<file path="config.mk">
export PLATFORM = sky130hd
export DESIGN_NAME = filter_setup_config
export DESIGN_NICKNAME = d
export VERILOG_FILES = /design/src/filter_setup_pkg.sv /design/src/filter_setup_config.sv /design/src/word_timer.sv
export VERILOG_INCLUDE_DIRS = /design/src
export SDC_FILE = /design/constraint.sdc
export NUM_CORES = 1
export LEC_CHECK = 0
export BUFFER_PORTS_ARGS = -buffer_cell sky130_fd_sc_hd__buf_2
export CAP_MARGIN = 0
export CORE_MARGIN = 4
export CORE_UTILIZATION = 30
export DETAILED_ROUTE_END_ITERATION = 8
export PLACE_DENSITY = 0.54
export SYNTH_ARGS = -nofsm -noshare
export SYNTH_HDL_FRONTEND = slang
export SYNTH_SLANG_ARGS = --single-unit
</file>
<file path="constraint.sdc">
create_clock -name i_clk -period 6.8 [get_ports i_clk]
set_input_delay 0.68 -clock i_clk [delete_from_list [all_inputs] [get_ports i_clk]]
set_output_delay 0.68 -clock i_clk [all_outputs]
set_load 0.05 [all_outputs]
</file>
<file path="src/filter_setup_params.svh">
/*
  Named constants for the filter setup register block: address, reset value,
  field positions, postfilter codes, rates and settling times.
  Assumes it is included by its bare name from the package and the modules.
*/
`ifndef FILTER_SETUP_PARAMS_SVH
`define FILTER_SETUP_PARAMS_SVH

// ----------------------------------------------------------------------------
// register address and layout
// ----------------------------------------------------------------------------
`define FSR_ADDR_W 6
`define FSR_ADDR 6'h28
`define FSR_W 16
`define FSR_RESET 16'h0500
// writable bits: 15, 11, 10:8, 6:0; reserved 14:12 and 7 stay zero
`define FSR_WRITE_MASK 16'h8F7F
`define FSR_DIRECT_BIT 15
`define FSR_DECIM_MSB 14
`define FSR_PF_EN_BIT 11
`define FSR_PF_MSB 10
`define FSR_PF_LSB 8
`define FSR_ORDER_MSB 6
`define FSR_ORDER_LSB 5
`define FSR_RATE_MSB 4
`define FSR_RATE_LSB 0

// ----------------------------------------------------------------------------
// field encodings
// ----------------------------------------------------------------------------
`define ORDER_SINC5_SINC1 2'h0
`define ORDER_SINC3 2'h3
`define PF_27 3'h2
`define PF_21 3'h3
`define PF_20 3'h5
`define PF_16 3'h6

// ----------------------------------------------------------------------------
// rates (hundredths of a sample per second) and timing
// ----------------------------------------------------------------------------
`define SPS100_27 16'h0A8C
`define SPS100_21 16'h084D
`define SPS100_20 16'h07D0
`define SPS100_16 16'h0683
`define MOD_PER_DECIM 32
`define CLK_MHZ 40
`define SETTLE_27_US 36700
`define SETTLE_21_US 40000
`define SETTLE_20_US 50000
`define SETTLE_16_US 60000

`endif

</file>
<file path="src/filter_setup_pkg.sv">
/*
  Types shared by the filter setup register block.
  Assumes filter_setup_params.svh is on the include path.
*/
`include "filter_setup_params.svh"

package filter_setup_pkg;
  typedef logic [`FSR_W-1:0] cfg_word_t;
  typedef logic [`FSR_ADDR_W-1:0] reg_addr_t;
  typedef enum logic [0:0] {
    ST_IDLE = 1'b0,
    ST_SETTLE = 1'b1
  } settle_state_t;
endpackage : filter_setup_pkg

</file>
<file path="src/filter_setup_config.sv">
/*
  Filter setup register for setup zero of a sigma-delta converter: storage,
  readback, mode decode, conversion abort/restart, postfilter settling timer and
  direct sinc3 word timer.
  Assumes the serial port decodes frames into one-cycle write and read strobes
  on i_clk, and the modulator clock arrives as a one-cycle enable pulse.
*/
`include "filter_setup_params.svh"

module filter_setup_config #(
  parameter int unsigned SETTLE_27_CYC = `SETTLE_27_US * `CLK_MHZ,
  parameter int unsigned SETTLE_21_CYC = `SETTLE_21_US * `CLK_MHZ,
  parameter int unsigned SETTLE_20_CYC = `SETTLE_20_US * `CLK_MHZ,
  parameter int unsigned SETTLE_16_CYC = `SETTLE_16_US * `CLK_MHZ
) (
  input wire logic i_clk,
  input wire logic i_rstn,
  input wire logic i_reg_wr,
  input wire logic i_reg_rd,
  input wire filter_setup_pkg::reg_addr_t i_reg_addr,
  input wire filter_setup_pkg::cfg_word_t i_reg_wdata,
  input wire logic i_mod_en,
  output filter_setup_pkg::cfg_word_t o_reg_rdata,
  output logic o_abort,
  output logic o_restart_seq,
  output logic o_direct_mode,
  output logic [14:0] o_decim_rate,
  output logic o_sinc3_path,
  output logic [1:0] o_order,
  output logic [4:0] o_rate_select,
  output logic o_pf_active,
  output logic [2:0] o_pf_choice,
  output logic o_pf_code_valid,
  output logic [15:0] o_pf_rate_sps100,
  output logic o_settling,
  output logic o_settle_done,
  output logic o_word_strobe
);
  import filter_setup_pkg::*;

  if (SETTLE_27_CYC < 1 || SETTLE_21_CYC < 1 || SETTLE_20_CYC < 1 || SETTLE_16_CYC < 1)
  begin : g_bad_settle
    $error("filter_setup_config: settling counts must be at least one cycle");
  end

  cfg_word_t cfg_reg;
  settle_state_t state_reg;
  logic [31:0] settle_cnt_reg;
  logic wr_hit;
  logic rd_hit;
  logic direct;
  logic pf_on;
  logic [2:0] pf_code;
  logic [31:0] settle_len;

  assign wr_hit = i_reg_wr && (i_reg_addr == `FSR_ADDR);
  assign rd_hit = i_reg_rd && (i_reg_addr == `FSR_ADDR);
  assign direct = cfg_reg[`FSR_DIRECT_BIT];
  assign pf_code = cfg_reg[`FSR_PF_MSB:`FSR_PF_LSB];
  // postfilter is ignored under direct decimation and outside sinc5+sinc1
  assign pf_on = !direct && cfg_reg[`FSR_PF_EN_BIT]
    && (cfg_reg[`FSR_ORDER_MSB:`FSR_ORDER_LSB] == `ORDER_SINC5_SINC1);

  always_comb
  begin
    case (pf_code)
      `PF_27: settle_len = SETTLE_27_CYC;
      `PF_21: settle_len = SETTLE_21_CYC;
      `PF_20: settle_len = SETTLE_20_CYC;
      `PF_16: settle_len = SETTLE_16_CYC;
      default: settle_len = 32'h0;
    endcase
  end

  // ----------------------------------------------------------------------------
  // register storage and readback
  // ----------------------------------------------------------------------------
  always_ff @(posedge i_clk or negedge i_rstn)
  begin
    if (!i_rstn)
    begin
      cfg_reg <= `FSR_RESET;
    end
    else if (wr_hit)
    begin
      // reserved bits are dropped so they always read back as zero
      cfg_reg <= i_reg_wdata & `FSR_WRITE_MASK;
    end
  end

  // unmapped reads return zero; no read holds the last answer
  always_ff @(posedge i_clk or negedge i_rstn)
  begin
    if (!i_rstn)
    begin
      o_reg_rdata <= '0;
    end
    else if (i_reg_rd)
    begin
      o_reg_rdata <= rd_hit ? cfg_reg : '0;
    end
  end

  // ----------------------------------------------------------------------------
  // conversion abort and sequence restart
  // ----------------------------------------------------------------------------
  always_ff @(posedge i_clk or negedge i_rstn)
  begin
    if (!i_rstn)
    begin
      o_abort <= 1'b0;
      o_restart_seq <= 1'b0;
    end
    else
    begin
      // every write to the filter setup address counts, even one that leaves the value unchanged
      o_abort <= wr_hit;
      o_restart_seq <= wr_hit;
    end
  end

  // ----------------------------------------------------------------------------
  // mode decode
  // ----------------------------------------------------------------------------
  always_ff @(posedge i_clk or negedge i_rstn)
  begin
    if (!i_rstn)
    begin
      o_direct_mode <= 1'b0;
      o_decim_rate <= '0;
      o_sinc3_path <= 1'b0;
      o_order <= `ORDER_SINC5_SINC1;
      o_rate_select <= '0;
      o_pf_active <= 1'b0;
      o_pf_choice <= `PF_20;
      o_pf_code_valid <= 1'b1;
      o_pf_rate_sps100 <= '0;
    end
    else
    begin
      o_direct_mode <= direct;
      o_decim_rate <= direct ? cfg_reg[`FSR_DECIM_MSB:0] : '0;
      o_sinc3_path <= direct
        || (cfg_reg[`FSR_ORDER_MSB:`FSR_ORDER_LSB] == `ORDER_SINC3);
      o_order <= direct ? `ORDER_SINC5_SINC1 : cfg_reg[`FSR_ORDER_MSB:`FSR_ORDER_LSB];
      o_rate_select <= direct ? '0 : cfg_reg[`FSR_RATE_MSB:`FSR_RATE_LSB];
      o_pf_active <= pf_on;
      o_pf_choice <= pf_code;
      // undefined codes are flagged rather than guessed at
      o_pf_code_valid <= (settle_len != 32'h0);
      case (pf_code)
        `PF_27: o_pf_rate_sps100 <= pf_on ? `SPS100_27 : '0;
        `PF_21: o_pf_rate_sps100 <= pf_on ? `SPS100_21 : '0;
        `PF_20: o_pf_rate_sps100 <= pf_on ? `SPS100_20 : '0;
        `PF_16: o_pf_rate_sps100 <= pf_on ? `SPS100_16 : '0;
        default: o_pf_rate_sps100 <= '0;
      endcase
    end
  end

  // ----------------------------------------------------------------------------
  // postfilter settling timer, started by the abort that follows each write that leaves the postfilter on with a listed code
  // ----------------------------------------------------------------------------
  always_ff @(posedge i_clk or negedge i_rstn)
  begin
    if (!i_rstn)
    begin
      state_reg <= ST_IDLE;
      settle_cnt_reg <= '0;
      o_settling <= 1'b0;
      o_settle_done <= 1'b0;
    end
    else
    begin
      o_settle_done <= 1'b0;
      if (o_abort)
      begin
        if (pf_on && settle_len != 32'h0)
        begin
          state_reg <= ST_SETTLE;
          settle_cnt_reg <= 32'(settle_len - 32'h1);
          o_settling <= 1'b1;
        end
        else
        begin
          state_reg <= ST_IDLE;
          o_settling <= 1'b0;
        end
      end
      else
      begin
        case (state_reg)
          ST_SETTLE:
          begin
            if (settle_cnt_reg == 32'h0)
            begin
              state_reg <= ST_IDLE;
              o_settling <= 1'b0;
              o_settle_done <= 1'b1;
            end
            else
            begin
              settle_cnt_reg <= 32'(settle_cnt_reg - 32'h1);
            end
          end
          default:
          begin
            state_reg <= ST_IDLE;
          end
        endcase
      end
    end
  end

  // ----------------------------------------------------------------------------
  // direct sinc3 word timing
  // ----------------------------------------------------------------------------
  word_timer #(
    .DECIM_W(15)
  ) u_word_timer (
    .i_clk(i_clk),
    .i_rstn(i_rstn),
    .i_run(direct && (cfg_reg[`FSR_DECIM_MSB:0] != 15'h0)),
    .i_restart(wr_hit),
    .i_mod_en(i_mod_en),
    .i_decim(cfg_reg[`FSR_DECIM_MSB:0]),
    .o_word(o_word_strobe)
  );

  // ----------------------------------------------------------------------------
  // checks
  // ----------------------------------------------------------------------------
  a_write_aborts: assert property (@(posedge i_clk) disable iff (!i_rstn)
    wr_hit |=> o_abort && o_restart_seq)
    else $error("write did not abort conversion");
  a_abort_only_write: assert property (@(posedge i_clk) disable iff (!i_rstn)
    o_abort |-> $past(wr_hit))
    else $error("abort without register write");
  a_write_stores: assert property (@(posedge i_clk) disable iff (!i_rstn)
    wr_hit |=> cfg_reg == ($past(i_reg_wdata) & 16'h8F7F))
    else $error("written value not stored");
  a_reserved_high: assert property (@(posedge i_clk) disable iff (!i_rstn)
    o_reg_rdata[14:12] == 3'h0)
    else $error("reserved bits 14..12 read nonzero");
  a_reserved_bit7: assert property (@(posedge i_clk) disable iff (!i_rstn)
    !o_reg_rdata[7])
    else $error("reserved bit 7 reads nonzero");
  a_direct_override: assert property (@(posedge i_clk) disable iff (!i_rstn)
    o_direct_mode |-> !o_pf_active && o_rate_select == 5'h0 && o_sinc3_path)
    else $error("direct mode left other options active");
  a_pf_order_gate: assert property (@(posedge i_clk) disable iff (!i_rstn)
    o_pf_active |-> o_order == 2'h0 && !o_sinc3_path)
    else $error("postfilter active outside sinc5+sinc1");
  a_pf_rate_27: assert property (@(posedge i_clk) disable iff (!i_rstn)
    (o_pf_active && o_pf_choice == 3'h2) |-> o_pf_rate_sps100 == 16'h0A8C)
    else $error("wrong rate for code 010");
  a_pf_rate_20: assert property (@(posedge i_clk) disable iff (!i_rstn)
    (o_pf_active && o_pf_choice == 3'h5) |-> o_pf_rate_sps100 == 16'h07D0)
    else $error("wrong rate for code 101");
  a_settle_end: assert property (@(posedge i_clk) disable iff (!i_rstn)
    (state_reg == ST_SETTLE && settle_cnt_reg == 32'h0 && !o_abort)
    |=> o_settle_done && !o_settling)
    else $error("settling did not end on count expiry");
  a_rate_field: assert property (@(posedge i_clk) disable iff (!i_rstn)
    !direct |=> o_rate_select == $past(cfg_reg[4:0]))
    else $error("rate select not taken from rate field");
  c_write: cover property (@(posedge i_clk) disable iff (!i_rstn) wr_hit);
  c_settle_done: cover property (@(posedge i_clk) disable iff (!i_rstn) o_settle_done);
  c_direct: cover property (@(posedge i_clk) disable iff (!i_rstn) o_direct_mode);
endmodule : filter_setup_config

</file>
<file path="src/word_timer.sv">
/*
  Output word timer for direct sinc3 decimation: one word every
  32 x decimation modulator clock pulses.
  Assumes i_mod_en is a one-cycle pulse on i_clk and i_restart a one-cycle pulse.
*/
`include "filter_setup_params.svh"

module word_timer #(
  parameter int unsigned DECIM_W = 15
) (
  input wire logic i_clk,
  input wire logic i_rstn,
  input wire logic i_run,
  input wire logic i_restart,
  input wire logic i_mod_en,
  input wire logic [DECIM_W-1:0] i_decim,
  output logic o_word
);
  localparam int unsigned CNT_W = DECIM_W + 5;

  if (DECIM_W < 1 || DECIM_W > 26)
  begin : g_bad_width
    $error("word_timer: unsupported decimation width");
  end

  logic [CNT_W-1:0] cnt_reg;
  logic [CNT_W-1:0] limit;

  assign limit = CNT_W'(CNT_W'(i_decim) * CNT_W'(`MOD_PER_DECIM) - CNT_W'(1));

  // ----------------------------------------------------------------------------
  // modulator pulse counter
  // ----------------------------------------------------------------------------
  always_ff @(posedge i_clk or negedge i_rstn)
  begin
    if (!i_rstn)
    begin
      cnt_reg <= '0;
      o_word <= 1'b0;
    end
    else
    begin
      o_word <= 1'b0;
      if (i_restart || !i_run)
      begin
        cnt_reg <= '0;
      end
      else if (i_mod_en)
      begin
        if (cnt_reg >= limit)
        begin
          cnt_reg <= '0;
          o_word <= 1'b1;
        end
        else
        begin
          cnt_reg <= CNT_W'(cnt_reg + CNT_W'(1));
        end
      end
    end
  end

  // ----------------------------------------------------------------------------
  // checks
  // ----------------------------------------------------------------------------
  a_word_period: assert property (@(posedge i_clk) disable iff (!i_rstn)
    (i_run && !i_restart && i_mod_en && cnt_reg == limit) |=> o_word)
    else $error("word strobe missing at end of decimation period");
  a_word_quiet: assert property (@(posedge i_clk) disable iff (!i_rstn)
    (!i_mod_en || i_restart || !i_run) |=> !o_word)
    else $error("word strobe without modulator pulse");
  c_word: cover property (@(posedge i_clk) disable iff (!i_rstn) o_word);
endmodule : word_timer
</file>
==> results.cfg <==
[power_and_ir_drop]
leakage_nw = 3.377
powerDensity_nw_per_um2 = 268.6
total_power_w = 0.001885
vdd_drop_max_uv = 221.8

[logic_synthesis]
ys_async_sr_fraction_pct = 100.0
syn_area_um2 = 5949
synth-main-ff-cell = dfrtp_1
synth_seq_area_share_pct = 47.63
synth_warnings = 0
synth_cells = 633
ys_seq_elements = 113
yosysUniqueCellTypes = 61
synth_edf_count = 0
avgSynthCellArea_um2 = 9.399

[place]
portBuffers = 75
dp_cells = 940
gp_congestion = 0.7801
dp_hpwl_mm = 10.53

[critical_path]
worstSetupPathType = register to register
reg2reg_to = u_word_timer.cnt_reg[5]
reg2regPathDepth = 13
rr_startpoint = cfg_reg[0]
critical_path_arrival_ns = 4.75
r2r_setup_slack_ns = 2.40
cpMaxStageDelayCell = nand3_1
slowest_delay_ns = 0.70
start_kind = register
cp_max_fo = 19
critical_path.cell_chain = inv_1, ha_1, nand2_1, or3_1, nor4_1, xnor2_1, ha_1, a21oi_1, o21ai_0, a221oi_1, nand3_1, or4_1, nand3_1
end_kind = register
worstPathRequired_ns = 7.14

[layout]
stdcell_count = 972
layout-area-overhead-vs-synth_pct = 17.94
drive_gt1_share_pct = 19.52
layout_commonest_cell = dfrtp_1
largest_register_ffs = 32
mostFrequentLayoutCells = 108 x dfrtp_1, 74 x buf_2, 71 x nand2_1
num_antenna_cells = 0
fin_nets = 741

[sta]
fmax_mhz = 227.0
worst_pin_slew_ns = 1.096
period_share_pct = 64.78
finalClockSkew_ns = 0.01448
slew_headroom_pct = 26.69
finalMaxSlewViolations = 0
fin_crit_ns = 4.405
tns_ns = 0
hold_viol = 0
rsz0062_at_grt = false
worst_hold_slack_ns = 0.2223
setup_viol = 0

[global_route]
grt.overflow.total = 0
grt_pass1_vias = 4831
antenna_found_initial = 1
grt_pass1_wl_mm = 25.79
grt_max_degree = 79
grt.total_usage_pct = 14.63

[run_status]
outcome = completed

[clock_network]
cts_tree = done
holdBufCountCts = 0
cts_root_buffer = clkbuf_16
cts_sinks = 113
cts.clk_slew.worst_paths_ns = 0.06
post_cts_buffers = 0
postCtsResizedCells = 0
cts_made_buffers = 17
insertion_delay_ns = 0.42
cts_max_level = 4
clockBufferDepth = 2

[route]
wl_mm = 15.45
ant_nets = 0
routedWlPerCell_um = 15.89
drc = 0
wl_met2_mm = 7.326
dr_wl_met3_um = 864
first_pass_iters = 5
via_count = 4788
vias_per_cell = 4.926
detail_route.iter0.violations = 303
wl_met1_mm = 7.182
highest_layer = met5

[die]
rows = 51
die_w_um = 148.8
die_h_um = 148.8
core_area_um2 = 19460
dieArea_um2 = 22150
start_util_pct = 30.57
ioPinCount = 93

[job]
maxCapViolations = 0

[worst_hold_path]
hold_class = input port to async pin
-- power breakdown --
group / internal, W / switching (W) / total [W]
clock network: 0.000504 / 0.000345 / 0.000849
logic: 0.0000839 / 0.000202 / 0.000286
registers: 0.000706 / 0.0000441 / 0.000750
-- per-stage QoR --
stage	util (%)	cell area, µm²	setup WS (ns)
5_1_grt	36.05	7017	1.842
6_report	36.05	7017	2.395
4_1_cts	36.05	7017	2.362
2_1_floorplan	-	5995	3.394
3_3_place_gp	33.19	6459	2.422
3_5_place_dp	33.19	6459	2.419
-- cell type report --
class / count / area (µm²)
Multi-Input combinational cell: 459 / 2803
Tap cell: 265 / 331.6
Clock buffer: 17 / 425.4
Timing Repair Buffer: 77 / 392.9
Fill cell: 1999 / 12450
Inverter: 26 / 97.59
Clock inverter: 15 / 132.6
Sequential cell: 113 / 2834
-- worst max path at each step --
| stage | startpoint | slack [ns] | to | cells after the start |
|---|---|---|---|---|
| after floorplan | cfg_reg[0] | 3.39 | u_word_timer.cnt_reg[5] | 13 |
| after global placement | cfg_reg[0] | 2.42 | u_word_timer.cnt_reg[5] | 13 |
| after detailed placement | cfg_reg[0] | 2.42 | u_word_timer.cnt_reg[5] | 13 |
| after CTS | cfg_reg[0] | 2.36 | u_word_timer.cnt_reg[5] | 13 |
| after global routing | cfg_reg[0] | 1.84 | u_word_timer.cnt_reg[5] | 13 |
| final | cfg_reg[0] | 2.40 | u_word_timer.cnt_reg[5] | 13 |
-- layer usage --
layer,vias to the layer above,GRT usage [%]
met1,2303,19.52
met3,11,4.983
met5,-,0
met2,98,22.82
met4,2,3.982
li1,2374,-
-- logic make-up after synthesis --
group,synth area share (%)
flops,47.63
fa+ha+maj,4.206
compound gates,13.25
mux,2.944
buf+inv,6.015
other cells,0.06303
xor+xnor,1.767
simple gates,24.12
-- critical path: cells and delay by family, from the launching register on --
family	cells	cell delay [ns]
compound gates	3	0.90
xor+xnor	1	0.19
fa+ha+maj	2	0.48
buf+inv	1	0.16
flops	1	0.45
simple gates	6	2.15
-- cell usage after synthesis (3+ instances only) --
master	count	area [µm²]
dfrtp_1	108	2703
nand2_1	71	266.5
nor2_1	44	165.2
nand3_1	36	180.2
o21ai_0	35	175.2
inv_1	26	97.59
a21oi_1	23	115.1
clkbuf_1	21	78.83
ha_1	20	250.2
nor3_1	20	100.1
buf_4	19	142.6
nor4_1	19	118.9
o22ai_1	18	112.6
and2_1	12	75.07
and3_1	12	75.07
mux2_2	12	135.1
or3_1	11	68.82
nand4_1	9	56.30
xnor2_1	9	78.83
a211oi_1	7	52.55
nor2b_1	7	43.79
o211ai_1	6	45.04
a21o_1	5	37.54
a31oi_1	5	31.28
dfstp_2	5	131.4
nand2b_1	5	31.28
or4_1	5	37.54
buf_2	4	20.02
mux2i_1	4	40.04
o311ai_0	4	35.03
o41ai_1	4	35.03
or2_2	4	25.02
nand3b_1	3	22.52
nor3b_1	3	22.52
xor2_1	3	26.28
Power figures use the tool's default switching activity.
